$ cat src/adc_ctrl_pkg.sv
// Constants for the serial control register bank of the converter.
// Assumes one 125 MHz clock; every pin is synchronised in the bank.
//
// Contract
// - Mode bit D15: 0 three-wire shared data pin, 1 four-wire separate output.
// - Mode bit D14: 0 burst output, 1 two-times decimation receive.
// - Mode bit D5: 0 full-rate 9-bit, 1 four-times decimated 11-bit.
// - Mode bit D2: 0 trigger-pin bursts, 1 automatic repeating bursts.
// - Correction bit D15 enables automatic gain correction, default off.
// - Over-range flag rises 12 clocks after the overload occurs.
// - Threshold code D10-D7, trip at full scale times code over 16, default 15.
// - Offset loop bit D14 clears or starts the correction loop, default 1.
// - Sync fields: 00 off, 01 one-shot, 10 sync pins (default), 11 unsupported.
// - Temperature register returns the sensor in D8-D0, upper bits zero.
// - Writing the reset code restores all defaults; register reads zero.
// - Burst length N equals the four-bit code plus ten, default 10.
// - Sleep field picks shutdown, standby, deep or light sleep on enable low.
// - Wake within 2.5 ms, 100 us, 20 us or 2 us by sleep state.
// - Power enables D7-D4 default 1, zero powers down; D3-D0 read ones.
// - Driver bits D15-D13 set 2 mA plus 0.25 mA per step.
// - Driver bits D4 and D1 enable clock and over-range buffers.
// - Pin enable register powers down individual outputs, default all ones.
// - One write updates every field of a register at once.
// - Each access is an 8-bit address with read bit, then 16 data bits.
package adc_ctrl_pkg;

  // Clock rate and sizes
  localparam int CLOCK_MHZ  = 125;
  localparam int NUM_STORED = 12;
  localparam int ADDR_BITS  = 8;
  localparam int FRAME_BITS = 24;

  // Register addresses
  localparam logic [6:0] ADDR_MODE       = 7'h00;
  localparam logic [6:0] ADDR_CORRECTION = 7'h01;
  localparam logic [6:0] ADDR_THRESHOLD  = 7'h02;
  localparam logic [6:0] ADDR_OFFSET     = 7'h03;
  localparam logic [6:0] ADDR_SYNC_LOW   = 7'h0e;
  localparam logic [6:0] ADDR_SYNC_HIGH  = 7'h0f;
  localparam logic [6:0] ADDR_TUNING     = 7'h1a;
  localparam logic [6:0] ADDR_TEMP       = 7'h2b;
  localparam logic [6:0] ADDR_SOFT_RESET = 7'h2c;
  localparam logic [6:0] ADDR_BURST      = 7'h34;
  localparam logic [6:0] ADDR_SLEEP      = 7'h37;
  localparam logic [6:0] ADDR_POWER      = 7'h38;
  localparam logic [6:0] ADDR_DRIVER     = 7'h3a;
  localparam logic [6:0] ADDR_PINS       = 7'h66;

  // Slots of the stored registers
  localparam int IDX_MODE = 0;
  localparam int IDX_CORR = 1;
  localparam int IDX_THR  = 2;
  localparam int IDX_OFS  = 3;
  localparam int IDX_SYL  = 4;
  localparam int IDX_SYH  = 5;
  localparam int IDX_TUNE = 6;
  localparam int IDX_BST  = 7;
  localparam int IDX_SLP  = 8;
  localparam int IDX_PWR  = 9;
  localparam int IDX_DRV  = 10;
  localparam int IDX_PINS = 11;

  // Address, reset value, writable bits and fixed ones per slot
  localparam logic [NUM_STORED-1:0][6:0] STORED_ADDR = {
    ADDR_PINS, ADDR_DRIVER, ADDR_POWER, ADDR_SLEEP, ADDR_BURST,
    ADDR_TUNING, ADDR_SYNC_HIGH, ADDR_SYNC_LOW, ADDR_OFFSET,
    ADDR_THRESHOLD, ADDR_CORRECTION, ADDR_MODE};
  localparam logic [NUM_STORED-1:0][15:0] STORED_DEFAULT = {
    16'hffff, 16'h0812, 16'hffff, 16'h0000, 16'h0000, 16'h4b18,
    16'ha000, 16'haaa8, 16'h4b18, 16'h6780, 16'h0000, 16'h0000};
  localparam logic [NUM_STORED-1:0][15:0] STORED_MASK = {
    16'hffff, 16'hffff, 16'hfff0, 16'hffff, 16'hffff, 16'hffff,
    16'hffff, 16'hffff, 16'hffff, 16'h0780, 16'hffff, 16'hffff};
  localparam logic [NUM_STORED-1:0][15:0] STORED_FIXED = {
    16'h0000, 16'h0000, 16'h000f, 16'h0000, 16'h0000, 16'h0000,
    16'h0000, 16'h0000, 16'h0000, 16'h6000, 16'h0000, 16'h0000};

  // Software reset code
  localparam logic [15:0] SOFT_RESET_CODE = 16'hd2f0;

  // Field positions
  localparam int BIT_FOUR_WIRE   = 15;
  localparam int BIT_OUT_MODE    = 14;
  localparam int BIT_HIGH_PASS   = 12;
  localparam int BIT_BURST_RATE  = 5;
  localparam int BIT_AUTO_TRIG   = 2;
  localparam int BIT_GAIN_CORR   = 15;
  localparam int BIT_DATA_FORMAT = 3;
  localparam int BIT_PERF_ONE    = 1;
  localparam int THR_LSB         = 7;
  localparam int BIT_OFS_LOOP    = 14;
  localparam int SYNC_LSB        = 14;
  localparam int VREF_LSB        = 4;
  localparam int BURST_N_LSB     = 10;
  localparam int SLEEP_LSB       = 10;
  localparam int PERF_TWO_LSB    = 9;
  localparam int BIT_BUF_SAVE    = 8;
  localparam int BIT_TEMP_EN     = 7;
  localparam int BIT_BIAS_EN     = 6;
  localparam int BIT_SYNC_EN     = 5;
  localparam int BIT_TRIG_BUF    = 4;
  localparam int CURRENT_LSB     = 13;
  localparam int RANGE_LSB       = 11;
  localparam int TERM_LSB        = 9;
  localparam int BIT_CLK_OUT_EN  = 4;
  localparam int BIT_RANGE_OUT   = 1;

  // Burst length offset and over-range timing
  localparam logic [4:0] BURST_N_BASE = 5'h0a;
  localparam int FLAG_DELAY = 12;

  // Sleep codes
  localparam logic [5:0] SLEEP_SHUTDOWN = 6'h00;
  localparam logic [5:0] SLEEP_STANDBY  = 6'h20;
  localparam logic [5:0] SLEEP_DEEP     = 6'h30;
  localparam logic [5:0] SLEEP_LIGHT    = 6'h35;

  // Wake-up limits in ns and derived cycle counts (rounded down)
  localparam int WAKE_SHUTDOWN_NS = 2500000;
  localparam int WAKE_STANDBY_NS  = 100000;
  localparam int WAKE_DEEP_NS     = 20000;
  localparam int WAKE_LIGHT_NS    = 2000;
  localparam int WAKE_SHUTDOWN_DEF = WAKE_SHUTDOWN_NS * CLOCK_MHZ / 1000;
  localparam int WAKE_STANDBY_DEF  = WAKE_STANDBY_NS * CLOCK_MHZ / 1000;
  localparam int WAKE_DEEP_CYCLES  = WAKE_DEEP_NS * CLOCK_MHZ / 1000;
  localparam int WAKE_LIGHT_CYCLES = WAKE_LIGHT_NS * CLOCK_MHZ / 1000;

  // Power state of the chip
  typedef enum logic [1:0] {
    st_run   = 2'b00,
    st_sleep = 2'b01,
    st_wake  = 2'b10
  } power_state_t;

  // Decoded synchronisation source
  typedef enum logic [1:0] {
    sync_off  = 2'b00,
    sync_once = 2'b01,
    sync_pins = 2'b10
  } sync_mode_t;

endpackage

$ cat src/adc_serial_control_registers.sv
// Serial control register bank of the converter with its sleep sequencer
// and over-range detector. Assumes a 125 MHz system clock well above the
// serial clock; all pins arrive asynchronously and are synchronised here.
module adc_serial_control_registers #(
  parameter int WAKE_SHUTDOWN_CYCLES = adc_ctrl_pkg::WAKE_SHUTDOWN_DEF,
  parameter int WAKE_STANDBY_CYCLES  = adc_ctrl_pkg::WAKE_STANDBY_DEF
)(
  // Clock and reset
  input  wire logic                     clock_in,
  input  wire logic                     reset_in,
  // Serial port pins
  input  wire logic                     serial_clock_in,
  input  wire logic                     serial_enable_n_in,
  input  wire logic                     serial_data_io_in,
  output logic                          serial_data_io_out,
  output logic                          serial_data_io_oe_out,
  output logic                          serial_data_out_out,
  output logic                          serial_data_out_oe_out,
  input  wire logic                     serial_reset_n_in,
  // Chip enable pin
  input  wire logic                     chip_enable_in,
  // Converter samples and sensor
  input  wire logic [11:0]              sample_in,
  input  wire logic [8:0]               temperature_in,
  // Output mode controls
  output logic                          four_wire_out,
  output logic                          output_mode_select_out,
  output logic                          high_pass_out,
  output logic                          burst_rate_out,
  output logic                          auto_trigger_out,
  output logic [4:0]                    burst_n_out,
  // Correction and over-range
  output logic                          gain_corr_enable_out,
  output logic                          offset_binary_out,
  output logic                          performance_bit_one_out,
  output logic                          offset_loop_control_out,
  output logic                          overrange_flag_out,
  // Synchronisation and reference
  output adc_ctrl_pkg::sync_mode_t      sync_mode_low_out,
  output adc_ctrl_pkg::sync_mode_t      sync_mode_high_out,
  output logic [2:0]                    vref_select_out,
  // Power and buffers
  output logic [6:0]                    performance_field_two_out,
  output logic                          buffer_saving_select_out,
  output logic                          temp_sensor_enable_out,
  output logic                          fuse_bias_enable_out,
  output logic                          sync_buffer_enable_out,
  output logic                          trigger_buffer_enable_out,
  // Output drivers
  output logic [2:0]                    drive_current_code_out,
  output logic [1:0]                    drive_range_select_out,
  output logic [1:0]                    termination_select_out,
  output logic                          sample_clock_out_enable_out,
  output logic                          overrange_out_enable_out,
  output logic [15:0]                   pin_enables_out,
  // Sleep sequencer
  output adc_ctrl_pkg::power_state_t    power_state_out,
  output logic [5:0]                    sleep_code_out,
  output logic                          device_awake_out
);
  import adc_ctrl_pkg::*;

  // Slot lookup: bit 4 flags a hit, bits 3:0 give the slot
  function automatic logic [4:0] find_slot(input logic [6:0] a);
    logic [4:0] r;
    r = 5'h00;
    for (int i = 0; i < NUM_STORED; i++)
    begin
      if (STORED_ADDR[i] == a)
      begin
        r = {1'b1, i[3:0]};
      end
    end
    return r;
  endfunction

  // Repeated two-bit sync code, unsupported pattern falls back to off
  function automatic sync_mode_t sync_decode(input logic [1:0] code);
    sync_mode_t m;
    case (code)
      2'b00:   m = sync_off;
      2'b01:   m = sync_once;
      2'b10:   m = sync_pins;
      default: m = sync_off;
    endcase
    return m;
  endfunction

  // Wake-up count for a sleep code; unknown codes take the shutdown count
  function automatic logic [18:0] wake_count(input logic [5:0] code);
    logic [18:0] c;
    case (code)
      SLEEP_STANDBY: c = WAKE_STANDBY_CYCLES[18:0];
      SLEEP_DEEP:    c = WAKE_DEEP_CYCLES[18:0];
      SLEEP_LIGHT:   c = WAKE_LIGHT_CYCLES[18:0];
      default:       c = WAKE_SHUTDOWN_CYCLES[18:0];
    endcase
    return c;
  endfunction

  // Pin synchronisers: clock, enable, data, reset, chip enable
  localparam int PIN_SCLK = 0;
  localparam int PIN_CS_N = 1;
  localparam int PIN_SDI  = 2;
  localparam int PIN_RST  = 3;
  localparam int PIN_CE   = 4;
  localparam logic [4:0] PIN_IDLE = 5'h1a;

  logic [4:0] pin_raw;
  logic [4:0] pin_meta;
  logic [4:0] pin_sync;
  logic       sclk_last;

  assign pin_raw = {chip_enable_in, serial_reset_n_in, serial_data_io_in,
                    serial_enable_n_in, serial_clock_in};

  // Two flops per pin, then a delayed copy of the clock for edges
  always_ff @(posedge clock_in)
  begin
    if (reset_in)
    begin
      pin_meta  <= PIN_IDLE;
      pin_sync  <= PIN_IDLE;
      sclk_last <= 1'b0;
    end
    else
    begin
      pin_meta  <= pin_raw;
      pin_sync  <= pin_meta;
      sclk_last <= pin_sync[PIN_SCLK];
    end
  end

  // Named pin levels and serial clock edges
  wire cs_n_s    = pin_sync[PIN_CS_N];
  wire sdi_s     = pin_sync[PIN_SDI];
  wire ce_s      = pin_sync[PIN_CE];
  wire sclk_rise = pin_sync[PIN_SCLK] & ~sclk_last;
  wire sclk_fall = ~pin_sync[PIN_SCLK] & sclk_last;
  wire hard_clear = reset_in | ~pin_sync[PIN_RST];

  // Serial frame state
  logic [4:0]  bit_count;
  logic        read_req;
  logic [6:0]  addr_q;
  logic [15:0] data_shift;
  logic [15:0] read_shift;
  logic        drive_q;

  // Frame decode for the write commit
  wire [15:0] write_data   = {data_shift[14:0], sdi_s};
  wire        write_strobe = ~cs_n_s & sclk_rise & ~read_req &
                             (bit_count == 5'(FRAME_BITS - 1));
  wire        soft_hit     = write_strobe & (addr_q == ADDR_SOFT_RESET) &
                             (write_data == SOFT_RESET_CODE);
  wire        reg_clear    = hard_clear | soft_hit;

  // Address word (read bit first) then data word on rising edges
  always_ff @(posedge clock_in)
  begin
    if (hard_clear | cs_n_s)
    begin
      bit_count  <= 5'h00;
      read_req   <= 1'b0;
      addr_q     <= 7'h00;
      data_shift <= 16'h0000;
    end
    else if (sclk_rise && bit_count < 5'(FRAME_BITS))
    begin
      bit_count <= bit_count + 5'h01;
      if (bit_count == 5'h00)
      begin
        read_req <= sdi_s;
      end
      else if (bit_count < 5'(ADDR_BITS))
      begin
        addr_q <= {addr_q[5:0], sdi_s};
      end
      else
      begin
        data_shift <= write_data;
      end
    end
  end

  // Stored registers, one slot per documented read/write address
  logic [15:0] reg_word [NUM_STORED];
  wire  [4:0]  write_slot = find_slot(addr_q);

  generate
    for (genvar g = 0; g < NUM_STORED; g++)
    begin : gen_reg
      logic [15:0] value;
      // Whole word replaced at once, fixed bits forced
      always_ff @(posedge clock_in)
      begin
        if (reg_clear)
        begin
          value <= STORED_DEFAULT[g];
        end
        else if (write_strobe && write_slot == {1'b1, 4'(g)})
        begin
          value <= (write_data & STORED_MASK[g]) |
                   STORED_FIXED[g];
        end
      end
      assign reg_word[g] = value;
    end
  endgenerate

  // Readback selection; unmapped and write-only addresses read zero
  wire [4:0]  read_slot  = find_slot(addr_q);
  wire [15:0] temp_word  = {7'h00, temperature_in};
  wire [15:0] read_value =
    (addr_q == ADDR_TEMP) ? temp_word :
    read_slot[4]          ? reg_word[read_slot[3:0]] :
                            16'h0000;

  // Read data launched on falling edges after the address word
  always_ff @(posedge clock_in)
  begin
    if (hard_clear | cs_n_s)
    begin
      read_shift <= 16'h0000;
      drive_q    <= 1'b0;
    end
    else if (sclk_fall && read_req && bit_count >= 5'(ADDR_BITS))
    begin
      if (bit_count == 5'(ADDR_BITS))
      begin
        read_shift <= read_value;
        drive_q    <= 1'b1;
      end
      else if (bit_count < 5'(FRAME_BITS))
      begin
        read_shift <= {read_shift[14:0], 1'b0};
      end
      else
      begin
        drive_q <= 1'b0;
      end
    end
  end

  // Shared pin in three-wire mode, dedicated output in four-wire mode
  assign four_wire_out          = reg_word[IDX_MODE][BIT_FOUR_WIRE];
  assign serial_data_io_out     = read_shift[15];
  assign serial_data_out_out    = read_shift[15];
  assign serial_data_io_oe_out  = drive_q & ~four_wire_out;
  assign serial_data_out_oe_out = drive_q & four_wire_out;

  // Output mode fields
  assign output_mode_select_out = reg_word[IDX_MODE][BIT_OUT_MODE];
  assign high_pass_out          = reg_word[IDX_MODE][BIT_HIGH_PASS];
  assign burst_rate_out         = reg_word[IDX_MODE][BIT_BURST_RATE];
  assign auto_trigger_out       = reg_word[IDX_MODE][BIT_AUTO_TRIG];
  assign burst_n_out = {1'b0, reg_word[IDX_BST][BURST_N_LSB +: 4]} +
                       BURST_N_BASE;

  // Correction fields
  assign gain_corr_enable_out    = reg_word[IDX_CORR][BIT_GAIN_CORR];
  assign offset_binary_out       = reg_word[IDX_CORR][BIT_DATA_FORMAT];
  assign performance_bit_one_out = reg_word[IDX_CORR][BIT_PERF_ONE];
  assign offset_loop_control_out = reg_word[IDX_OFS][BIT_OFS_LOOP];

  // Synchronisation and reference fields
  assign sync_mode_low_out  =
    sync_decode(reg_word[IDX_SYL][SYNC_LSB +: 2]);
  assign sync_mode_high_out =
    sync_decode(reg_word[IDX_SYH][SYNC_LSB +: 2]);
  assign vref_select_out    = reg_word[IDX_SYH][VREF_LSB +: 3];

  // Power enables
  assign performance_field_two_out = reg_word[IDX_PWR][PERF_TWO_LSB +: 7];
  assign buffer_saving_select_out  = reg_word[IDX_PWR][BIT_BUF_SAVE];
  assign temp_sensor_enable_out    = reg_word[IDX_PWR][BIT_TEMP_EN];
  assign fuse_bias_enable_out      = reg_word[IDX_PWR][BIT_BIAS_EN];
  assign sync_buffer_enable_out    = reg_word[IDX_PWR][BIT_SYNC_EN];
  assign trigger_buffer_enable_out = reg_word[IDX_PWR][BIT_TRIG_BUF];

  // Output driver fields
  assign drive_current_code_out = reg_word[IDX_DRV][CURRENT_LSB +: 3];
  assign drive_range_select_out = reg_word[IDX_DRV][RANGE_LSB +: 2];
  assign termination_select_out = reg_word[IDX_DRV][TERM_LSB +: 2];
  assign sample_clock_out_enable_out =
    reg_word[IDX_DRV][BIT_CLK_OUT_EN];
  assign overrange_out_enable_out =
    reg_word[IDX_DRV][BIT_RANGE_OUT];
  assign pin_enables_out = reg_word[IDX_PINS];

  // Over-range: two's complement magnitude against code/16 of full scale
  logic [FLAG_DELAY-1:0] range_pipe;
  wire  [11:0] sample_neg = 12'(~sample_in + 12'h001);
  wire  [11:0] sample_mag = sample_in[11] ? sample_neg : sample_in;
  wire  [11:0] trip_level =
    {1'b0, reg_word[IDX_THR][THR_LSB +: 4], 7'h00};
  wire         overload   = sample_mag > trip_level;

  // Delay line so the flag appears a fixed number of clocks later
  always_ff @(posedge clock_in)
  begin
    if (hard_clear)
    begin
      range_pipe <= '0;
    end
    else
    begin
      range_pipe <= {range_pipe[FLAG_DELAY-2:0], overload};
    end
  end

  assign overrange_flag_out = range_pipe[FLAG_DELAY-1] &
                              overrange_out_enable_out;

  // Sleep sequencer state
  power_state_t state;
  power_state_t next_state;
  logic [5:0]   sleep_code;
  logic [18:0]  wake_left;
  logic [18:0]  next_wake_left;
  wire  [5:0]   sleep_field = reg_word[IDX_SLP][SLEEP_LSB +: 6];

  // Next-state logic: enable low sleeps, enable high wakes after a count
  always_comb
  begin
    next_state     = state;
    next_wake_left = wake_left;
    case (state)
      st_run:
      begin
        if (!ce_s)
        begin
          next_state = st_sleep;
        end
      end
      st_sleep:
      begin
        if (ce_s)
        begin
          next_state     = st_wake;
          next_wake_left = wake_count(sleep_code);
        end
      end
      st_wake:
      begin
        if (!ce_s)
        begin
          next_state = st_sleep;
        end
        else if (wake_left <= 19'h00001)
        begin
          next_state = st_run;
        end
        else
        begin
          next_wake_left = wake_left - 19'h00001;
        end
      end
      default:
      begin
        next_state = st_run;
      end
    endcase
  end

  // State registers; sleep kind captured as enable falls
  always_ff @(posedge clock_in)
  begin
    if (hard_clear)
    begin
      state      <= st_run;
      wake_left  <= 19'h00000;
      sleep_code <= SLEEP_SHUTDOWN;
    end
    else
    begin
      state     <= next_state;
      wake_left <= next_wake_left;
      if (state == st_run && !ce_s)
      begin
        sleep_code <= sleep_field;
      end
    end
  end

  assign power_state_out  = state;
  assign sleep_code_out   = sleep_code;
  assign device_awake_out = (state == st_run);

endmodule
$ cat config.mk
export PLATFORM = sky130hd
export DESIGN_NAME = adc_serial_control_registers
export DESIGN_NICKNAME = d
export VERILOG_FILES = /design/src/adc_ctrl_pkg.sv /design/src/adc_serial_control_registers.sv
export SDC_FILE = /design/constraint.sdc
export NUM_CORES = 1
export LEC_CHECK = 0
export BUFFER_PORTS_ARGS = -buffer_cell sky130_fd_sc_hd__buf_2
export CORE_ASPECT_RATIO = 0.7
export CORE_MARGIN = 5
export CORE_UTILIZATION = 31
export CTS_CLUSTER_SIZE = 30
export DETAILED_ROUTE_END_ITERATION = 8
export HOLD_SLACK_MARGIN = 0.05
export PLACE_DENSITY = 0.56
export SETUP_SLACK_MARGIN = 0.5
export SLEW_MARGIN = 15
export SYNTH_ARGS = -nofsm -noshare
export SYNTH_HDL_FRONTEND = slang
export SYNTH_SLANG_ARGS = --single-unit
$ cat constraint.sdc
create_clock -name clock_in -period 6.7 [get_ports clock_in]
set_input_delay 0.335 -clock clock_in [delete_from_list [all_inputs] [get_ports clock_in]]
set_output_delay 0.335 -clock clock_in [all_outputs]
set_load 0.02 [all_outputs]
# After elaboration in Yosys (flattened, before gate mapping)
# Cells that the tools add are included.
dict set report op_classes {
  mux 34
  n_reduce_logical 29
  eq_ne 43
  n_lt_le_gt_ge 6
  n_bitwise 23
  n_addsub 4
}
# operator count
set ops {}
lappend ops {{16-bit two-way mux} 6}
lappend ops {{5-bit == test, second input constant} 13}
lappend ops {{16-bit binary-select mux with 4-bit select} 1}
lappend ops {{5-bit two-way mux} 12}
lappend ops {{19-bit two-way mux} 3}
lappend ops {{19-bit one-hot mux with 3 select lines} 1}
lappend ops {{19-bit one-hot mux with 2 select lines} 1}
lappend ops {{6-bit by 7-bit == test with 1-bit output, first input constant} 4}
lappend ops {{19-bit by 1-bit less-or-equal comparator with 1-bit output, second input constant} 1}
lappend ops {{19-bit by 1-bit subtractor with 19-bit output, second input constant} 1}
lappend ops {{6-bit == test, second input constant} 3}
lappend ops {{16-bit == test, second input constant} 1}
lappend ops {{1-bit logical AND} 16}
lappend ops {{2-bit by 7-bit == test with 1-bit output, first input constant} 2}
lappend ops {{4-bit by 7-bit == test with 1-bit output, first input constant} 2}
lappend ops {{7-bit by 6-bit == test with 1-bit output, second input constant} 2}
lappend ops {{12-bit by 1-bit adder with 12-bit output, second input constant} 1}
lappend ops {{12-bit by 11-bit greater-than comparator with 1-bit output} 1}
lappend ops {{12-bit two-way mux} 1}
lappend ops {{12-bit NOT} 1}
lappend ops {{1-bit AND} 10}
lappend ops {{2-bit inequality test, second input constant} 5}
lappend ops {{3-bit AND reduction} 3}
lappend ops {{2-bit two-way mux} 4}
lappend ops {{26 further kinds} 44}
dict set report word_totals {
  elab_cells 164
  register_bits 271
  out_inout_bits 72
}

# Longest topological paths before layout
# Gate-level depths: netlist of the first run.
dict set report logic_depth {
  ltp_word 20
  ltp_mapped 12
  ltp_nobuf 12
}

# Worst setup path after synthesis of the first run
# Ideal clock, no wire load.
dict set report synth_timing {
  path_type {input to register}
  startpoint {in sample_in[1]}
  endpoint {reg range_pipe[0]}
  setup_ps 133
  arrival_ps 2425
  required_ps 6567
  slack_ps 4142
  path_stages 9
  cell_sequence {or4_1 or3_1 o41ai_1 xnor2_1 ha_1 o21a_1 o21a_1 a211oi_1 a211oi_1}
}
dict set report synth_between {
  elab_chain_len 4
}
# element line
set synth_rtl {}
lappend synth_rtl {{start, declared} adc_serial_control_registers.sv:23} ;# input wire logic [11:0] sample_in,
lappend synth_rtl {{12-bit NOT} adc_serial_control_registers.sv:293} ;# wire [11:0] sample_neg = 12'(~sample_in + 12'h001);
lappend synth_rtl {{12-bit by 1-bit adder with 12-bit output} adc_serial_control_registers.sv:293}
lappend synth_rtl {{12-bit two-way mux *} adc_serial_control_registers.sv:294} ;# wire [11:0] sample_mag = sample_in[11] ? sample_neg : sample_in;
lappend synth_rtl {{12-bit by 11-bit greater-than comparator with 1-bit output *} adc_serial_control_registers.sv:297} ;# wire overload = sample_mag > trip_level;
lappend synth_rtl {{end signal, assigned} adc_serial_control_registers.sv:308} ;# range_pipe <= {range_pipe[FLAG_DELAY-2:0], overload};
lappend synth_rtl {{end, declared} adc_serial_control_registers.sv:292} ;# logic [FLAG_DELAY-1:0] range_pipe;
# Every way passes the cells marked *; elsewhere a longest branch is shown, timed or not.
# A chain may end at the register's enable or synchronous reset.

# Final worst setup path of the first run
dict set report layout_timing {
  startpoint {reg addr_q[2]}
  endpoint {reg gen_reg[1].value[2]}
}
dict set report layout_between {
  elab_chain_len 15
  word_cells_on_any_way 30
}
# element line
set layout_rtl {}
lappend layout_rtl {{start, declared} adc_serial_control_registers.sv:145} ;# logic [6:0] addr_q;
lappend layout_rtl {{start signal, assigned} adc_serial_control_registers.sv:177} ;# addr_q <= {addr_q[5:0], sdi_s};
lappend layout_rtl {{7-bit zero test} adc_serial_control_registers.sv:69} ;# if (STORED_ADDR[i] == a)
lappend layout_rtl {{5-bit two-way mux (12 in a row)} adc_serial_control_registers.sv:69}
lappend layout_rtl {{5-bit == test} adc_serial_control_registers.sv:201} ;# else if (write_strobe && write_slot == {1'b1, 4'(g)})
lappend layout_rtl {{1-bit logical AND} adc_serial_control_registers.sv:201}
lappend layout_rtl {{end signal, assigned} adc_serial_control_registers.sv:199} ;# value <= STORED_DEFAULT[g];
lappend layout_rtl {{end signal, assigned} adc_serial_control_registers.sv:203} ;# value <= (write_data & STORED_MASK[g]) |
lappend layout_rtl {{end, declared} adc_serial_control_registers.sv:193} ;# logic [15:0] value;
# Several ways; a longest one is shown, not always the timed one.

==> results of run 1 <==
final timing paths:
kind / from / end / cells past startpoint
min reg2reg: pin_meta[1] / pin_sync[1] / 1
max reg2reg: addr_q[2] / gen_reg[1].value[2] / 7
max: addr_q[2] / gen_reg[1].value[2] / 7
min: reset_in / pin_meta[0] / 2
stage by stage:
step                hold WS, ns  util (%)  setup WS (ns)  total power, mW  area [µm²]
floorplan                 0.389         -           4.14             1.72       12700
global placement          0.394      32.9           3.07             1.75       13400
detailed placement        0.397      32.9           2.95             1.76       13400
CTS                      0.0672      35.7           2.83             3.58       14600
global route             0.0854      35.8           2.60             3.65       14600
finish                   0.0657      35.8           2.81             3.54       14600
Yosys cell counts (all sizes together), types with 7 or more instances:
cell type	count
nand2	442
dfxtp	271
nor4	14
xnor2	7
ha	10
a31oi	8
o221ai	7
nand3	103
nor3	27
nand2b	11
nor4b	7
a22oi	8
a21oi	169
nor2	87
nor2b	19
buf	66
mux2i	79
clkbuf	66
o21ai	51
inv	19
nand4	8
and2	17
o211ai	15
a211oi	14
o31ai	10
or2	8
layout make-up:
type,count,share of cell area [%]
clock inverters,12,1.53
repair buffers,126,4.88
well taps,544,4.67
clock buffers,40,5.95
inverters,19,0.489
multi-input cells,1201,45.3
flip-flops and latches,271,37.2
metal layers:
layer / GRT usage (%) / wire [µm] / up-vias
li1: - / - / 5619
met1: 25.9 / 19600 / 5499
met2: 26.6 / 17500 / 424
met3: 3.35 / 2890 / 67
met4: 5.06 / 1170 / 0
met5: 0 / 0 / -
flip-flops by register name, indices dropped and copies added, names as in the netlist:
| register | count |
|---|---|
| addr_q | 7 |
| bit_count | 5 |
| data_shift | 15 |
| drive_q | 1 |
| gen.value | 160 |
| pin_enables_out | 16 |
| pin_meta | 5 |
| pin_sync | 5 |
| power_state_out | 2 |
| range_pipe | 12 |
| read_req | 1 |
| read_shift | 16 |
| sclk_last | 1 |
| sleep_code_out | 6 |
| wake_left | 19 |
power breakdown:
group / internal, mW / switching, mW
Clock: 1.13 / 0.691
Sequential: 1.62 / 0.00473
Combinational: 0.0308 / 0.0696
Total: 2.78 / 0.765
logic make-up after synthesis:
family | count (synthesis)
adder cells (fa/ha/maj) | 10
XOR/XNOR | 11
multiplexers | 83
flip-flops | 271
buffers and inverters | 151
AND/OR/NAND/NOR | 775
AO/OA/AOI/OAI | 322
==> results.sh, run 1 <==
export IMPL_cts_hold_buffers=5
export IMPL_port_buffers=99
export IMPL_worstSetupPathType="flop to flop"
export IMPL_clock_network_latency_to_the_later_pin_of_the_worst_skew_pair_ns=0.57
export IMPL_count_of_inserted_antenna_diode_cells=0
export IMPL_final_max_slew_viol_count=0
export IMPL_htree_num_levels=1
export IMPL_finalCriticalPeriod_ns=3.89
export IMPL_worstSetupStartpointType="flop"
export IMPL_cts_tree="built"
export IMPL_fin_nets=1686
export IMPL_status="completed"
export IMPL_track_usage_pct=17.7
export IMPL_post_layout_nonfiller_instances=2213
export IMPL_commonest_cells_after_routing_fill_and_taps_aside="sky130_fd_sc_hd__nand2_1, sky130_fd_sc_hd__dfxtp_1, sky130_fd_sc_hd__a21oi_1"
export IMPL_main_combinational_cell_family_by_area_after_synthesis="simple AND/OR/NAND/NOR gates"
export IMPL_synth_compound_area_share_pct=15.1
export IMPL_std_cell_rows=62
export IMPL_cts_buffers_inserted=29
export IMPL_register_area_um2=5430
export IMPL_synth_seq_area_share_pct=42.7
export IMPL_max_clock_path_buffers=3
export IMPL_reg2reg_slack_ns=2.81
export IMPL_fmaxAchievable_mhz=257
export IMPL_grt_setup_unrepaired="false"
export IMPL_worst_path_clk_slew_ns=0.06
export IMPL_synthDominantCellAreaShare_pct=42.7
export IMPL_first_global_vias=10800
export IMPL_p_leak_nw=5.32
export IMPL_relative_slew_slack_pct=24.9
export IMPL_yosys_warnings=0
export IMPL_post_cts_resized_instances=0
export IMPL_wire_length_of_the_first_global_routing_pass_um=64100
export IMPL_critPathBufInv=1
export IMPL_remaining_drc_errors=0
export IMPL_post_synth_inst_count=1623
export IMPL_place_detailed_instances=2156
export IMPL_required_time_at_the_worst_slack_endpoint_ns=7.17
export IMPL_synthXorXnorAreaFrac_pct=0.759
export IMPL_hold_path_class="input port to flop"
export IMPL_yosys_register_bits=271
export IMPL_drt_pass1_iterations=5
export IMPL_syn_avg_cell_area_um2=7.82
export IMPL_fp_dieH_um=179
export IMPL_async_reset_ff_share_pct=0
export IMPL_detailed_place_hpwl_um=27700
export IMPL_worstPathMaxFanout=33
export IMPL_timing_worst_slew_pin_value_ns=1.12
export IMPL_final_common_cell="sky130_fd_sc_hd__nand2_1"
export IMPL_critical_path_endpoint_type="flop"
export IMPL_post_synthesis_net_count=1661
export IMPL_gp_congestion=0.917
export IMPL_most_frequently_used_flop_master_after_synthesis="sky130_fd_sc_hd__dfxtp_1"
export IMPL_timing_max_cap_violations=0
export IMPL_yosys_mux_area_fraction_pct=6.58
export IMPL_synthSimpleGateAreaFrac_pct=28.1
export IMPL_path_delay_family="simple AND/OR/NAND/NOR gates"
export IMPL_initial_core_utilization_pct=31.2
export IMPL_drive_gt1_share_pct=13.1
export IMPL_drt_iter0_markers=1054
export IMPL_via_count=11600
export IMPL_die_x_um=252
export IMPL_timing_critical_path_slowest_stage_cell="sky130_fd_sc_hd__or3_1"
export IMPL_crit_arrival_ns=4.37
export IMPL_grt_start_max_net_pins=73
export IMPL_setup_viol=0
export IMPL_path_cells="nor4bb_1 -> and2_1 -> or3_2 -> buf_4 -> or3_1 -> nand2_1 -> a21oi_1"
export IMPL_period_share_pct=58.1
export IMPL_globalRoute_totalOverflow=0
export IMPL_synth_top_cell_by_area="sky130_fd_sc_hd__dfxtp_1"
export IMPL_synth_distinct_cells=80
export IMPL_cellPowerDensity_nw_per_um2=243
export IMPL_multiInputGateArea_um2=6600
export IMPL_io_pin_count=100
export IMPL_detail_route_wl_per_cell_um=18.6
export IMPL_clock_root_buffer="sky130_fd_sc_hd__clkbuf_16"
export IMPL_syn_area_um2=12700
export IMPL_via_per_inst=5.25
export IMPL_max_vdd_ir_drop_v=0.000171
export IMPL_fp_dieArea_um2=45200
export IMPL_finalWirelength_um=41200
export IMPL_clock_sinks=271
export IMPL_max_stage_delay_ns=0.73
export IMPL_tns_ns=0
export IMPL_fin_skew_ns=0.0122
export IMPL_number_of_flops_mapped_to_enable_cells_by_yosys=0
export IMPL_post_synth_fa_ha_maj_area_fraction_pct=0.986
export IMPL_floorplan_core_area_um2=40700
export IMPL_routed_antenna_nets=0
export IMPL_initial_antenna_violation_count=0
export IMPL_number_of_fill_cells=4241
export IMPL_hold_viol_final=0
export IMPL_post_cts_buffers=0
export IMPL_synthToLayoutAreaGrowth_pct=14.8
export IMPL_synth_top_cells_by_area="sky130_fd_sc_hd__dfxtp_1, sky130_fd_sc_hd__nand2_1, sky130_fd_sc_hd__a21oi_1, sky130_fd_sc_hd__mux2i_1, sky130_fd_sc_hd__nand3_1"
No activity file was read; power rests on OpenSTA's default activity.
==> run 2: changes to the inputs <==
clock period = 3.65 ns   (was 6.7 ns; I/O delays follow)
==> results.sh, run 2 (synthesis results as in run 1) <==
export IMPL_clock_network_latency_to_the_later_pin_of_the_worst_skew_pair_ns=0.57
export IMPL_path_delay_family="simple AND/OR/NAND/NOR gates"
export IMPL_count_of_inserted_antenna_diode_cells=0
export IMPL_worstPathMaxFanout=19
export IMPL_via_per_inst=5.27
export IMPL_initial_antenna_violation_count=0
export IMPL_synthToLayoutAreaGrowth_pct=17.4
export IMPL_setup_viol=0
export IMPL_drt_pass1_iterations=6
export IMPL_critical_path_endpoint_type="flop"
export IMPL_layout_core_utilization_pct=36.6
export IMPL_period_share_pct=82.0
export IMPL_worstSetupStartpointType="flop"
export IMPL_fp_dieArea_um2=45200
export IMPL_floorplan_core_area_um2=40700
export IMPL_required_time_at_the_worst_slack_endpoint_ns=4.07
export IMPL_initial_core_utilization_pct=31.2
export IMPL_globalRoute_busiestLayer="met2"
export IMPL_hold_viol_final=0
export IMPL_hold_path_class="input port to flop"
export IMPL_startpoint="addr_q[0]"
export IMPL_die_x_um=252
export IMPL_drt_iter0_markers=987
export IMPL_met1_usage_pct=26.1
export IMPL_grt_setup_unrepaired="false"
export IMPL_detailed_place_hpwl_um=28500
export IMPL_cellPowerDensity_nw_per_um2=413
export IMPL_via_count=11900
export IMPL_worstSetupPathType="flop to flop"
export IMPL_worst_path_clk_slew_ns=0.06
export IMPL_place_detailed_instances=2189
export IMPL_grt_start_max_net_pins=90
export IMPL_max_stage_delay_ns=0.81
export IMPL_remaining_drc_errors=0
export IMPL_fp_dieH_um=179
export IMPL_fmaxAchievable_mhz=334
export IMPL_detail_route_wl_per_cell_um=18.3
export IMPL_p_leak_nw=5.50
export IMPL_cts_buffers_inserted=28
export IMPL_port_buffers=99
export IMPL_timing_critical_path_slowest_stage_cell="sky130_fd_sc_hd__or3_2"
export IMPL_crit_reg2reg_launch="addr_q[0]"
export IMPL_wire_length_of_the_first_global_routing_pass_um=64300
export IMPL_gp_congestion=0.904
export IMPL_routed_antenna_nets=0
export IMPL_clock_sinks=271
export IMPL_globalRoute_totalOverflow=0
export IMPL_clock_root_buffer="sky130_fd_sc_hd__clkbuf_16"
export IMPL_std_cell_rows=62
export IMPL_finalWirelength_um=41500
export IMPL_met3_usage_pct=3.12
export IMPL_relative_slew_slack_pct=29.2
export IMPL_timing_max_cap_violations=0
export IMPL_first_global_vias=11000
export IMPL_worst_path_most_repeated_cell="sky130_fd_sc_hd__or3_2"
export IMPL_top_register="gen.value"
export IMPL_timing_hold_worst_start="sample_in[11]"
export IMPL_final_common_cell="sky130_fd_sc_hd__nand2_1"
export IMPL_max_vdd_ir_drop_v=0.000309
export IMPL_post_layout_nonfiller_instances=2261
export IMPL_critPathBufInv=0
export IMPL_track_usage_pct=17.7
export IMPL_max_clock_path_buffers=3
export IMPL_io_pin_count=100
export IMPL_commonest_cells_after_routing_fill_and_taps_aside="sky130_fd_sc_hd__nand2_1, sky130_fd_sc_hd__dfxtp_1, sky130_fd_sc_hd__a21oi_1"
export IMPL_drive_gt1_share_pct=14.7
export IMPL_finalCriticalPeriod_ns=2.99
export IMPL_cts_tree="built"
export IMPL_fin_nets=1733
export IMPL_status="completed"
export IMPL_crit_arrival_ns=3.41
export IMPL_tns_ns=0
export IMPL_number_of_fill_cells=4261
export IMPL_timing_worst_slew_pin_value_ns=1.06
export IMPL_htree_num_levels=1
export IMPL_groute_layer_met2_usage_pct=27.0
export IMPL_path_cells="and3b_1 -> and2_2 -> or3_2 -> or3_2 -> nand2_1 -> a21oi_1"
export IMPL_reg_top3="gen.value x160, wake_left x19"
export IMPL_final_max_slew_viol_count=0
export IMPL_fin_skew_ns=0.0230
export IMPL_largest_register_ffs=160
-- run 2: cell count changes in the layout (fill, tap and decap cells not counted), moves of 3 or more --
cell	before	now
sky130_fd_sc_hd__clkinv_2	2	6
sky130_fd_sc_hd__buf_12	0	5
sky130_fd_sc_hd__clkbuf_8	10	5
sky130_fd_sc_hd__bufinv_16	6	3
sky130_fd_sc_hd__dlygate4sd3_1	5	20
sky130_fd_sc_hd__buf_4	22	50
sky130_fd_sc_hd__clkbuf_1	1	8
-- run 2: worst paths after layout --
check	end	slack [ns]	cells past startpoint
worst max-delay path	gen_reg[1].value[0]	0.66	6
worst min-delay path	range_pipe[0]	0.07	3
worst max register to register	gen_reg[1].value[0]	0.66	6
worst min register to register	pin_sync[3]	0.41	1
-- run 2: area by class of cell --
class                           count  area (µm²)  area share [%]
Clock buffer                       41         800            5.37
Clock inverter                     11         145           0.974
Inverter                           19        71.3           0.479
Multi-Input combinational cell   1201        6610            44.3
Sequential cell                   271        5430            36.4
Tap cell                          544         681            4.57
Timing Repair Buffer              174        1170            7.86
-- run 2: layer usage --
| metal | part of all wire, % | up-vias |
|---|---|---|
| met5 | 0 | - |
| met4 | 2.5 | 0 |
| met3 | 7.2 | 68 |
| met2 | 42 | 445 |
| met1 | 48 | 5691 |
| li1 | - | 5721 |
-- run 2: where the power goes --
part / internal [mW] / total (mW) / switching (mW)
combinational: 0.0727 / 0.205 / 0.132
clock: 1.73 / 2.97 / 1.24
sequential: 2.97 / 2.98 / 0.00958
-- run 2: worst register-to-register path, stage by stage, from the launching register on --
cell	delay, ns
sky130_fd_sc_hd__dfxtp_1	0.50
sky130_fd_sc_hd__and3b_1	0.24
sky130_fd_sc_hd__and2_2	0.29
sky130_fd_sc_hd__or3_2	0.77
sky130_fd_sc_hd__or3_2	0.81
sky130_fd_sc_hd__nand2_1	0.16
sky130_fd_sc_hd__a21oi_1	0.07
-- run 2: metrics by stage --
step	hold WS [ns]	power, mW	worst slack [ns]	instance area, µm²
4_1_cts	0.0549	6.21	0.512	14900
3_3_place_gp	0.366	3.23	0.597	13700
5_1_grt	0.107	6.36	0.468	14900
2_1_floorplan	0.254	3.16	1.17	12700
3_5_place_dp	0.367	3.23	0.546	13700
6_report	0.0652	6.15	0.659	14900
-- run 2: repair_timing --
action | 4_1_cts | 5_1_grt
hold buffers | 20 | 0
setup buffers | 0 | 0
endpoints found under the hold margin | 19 | 0
resized for setup | 0 | 10
setup endpoints to repair | 0 | 153
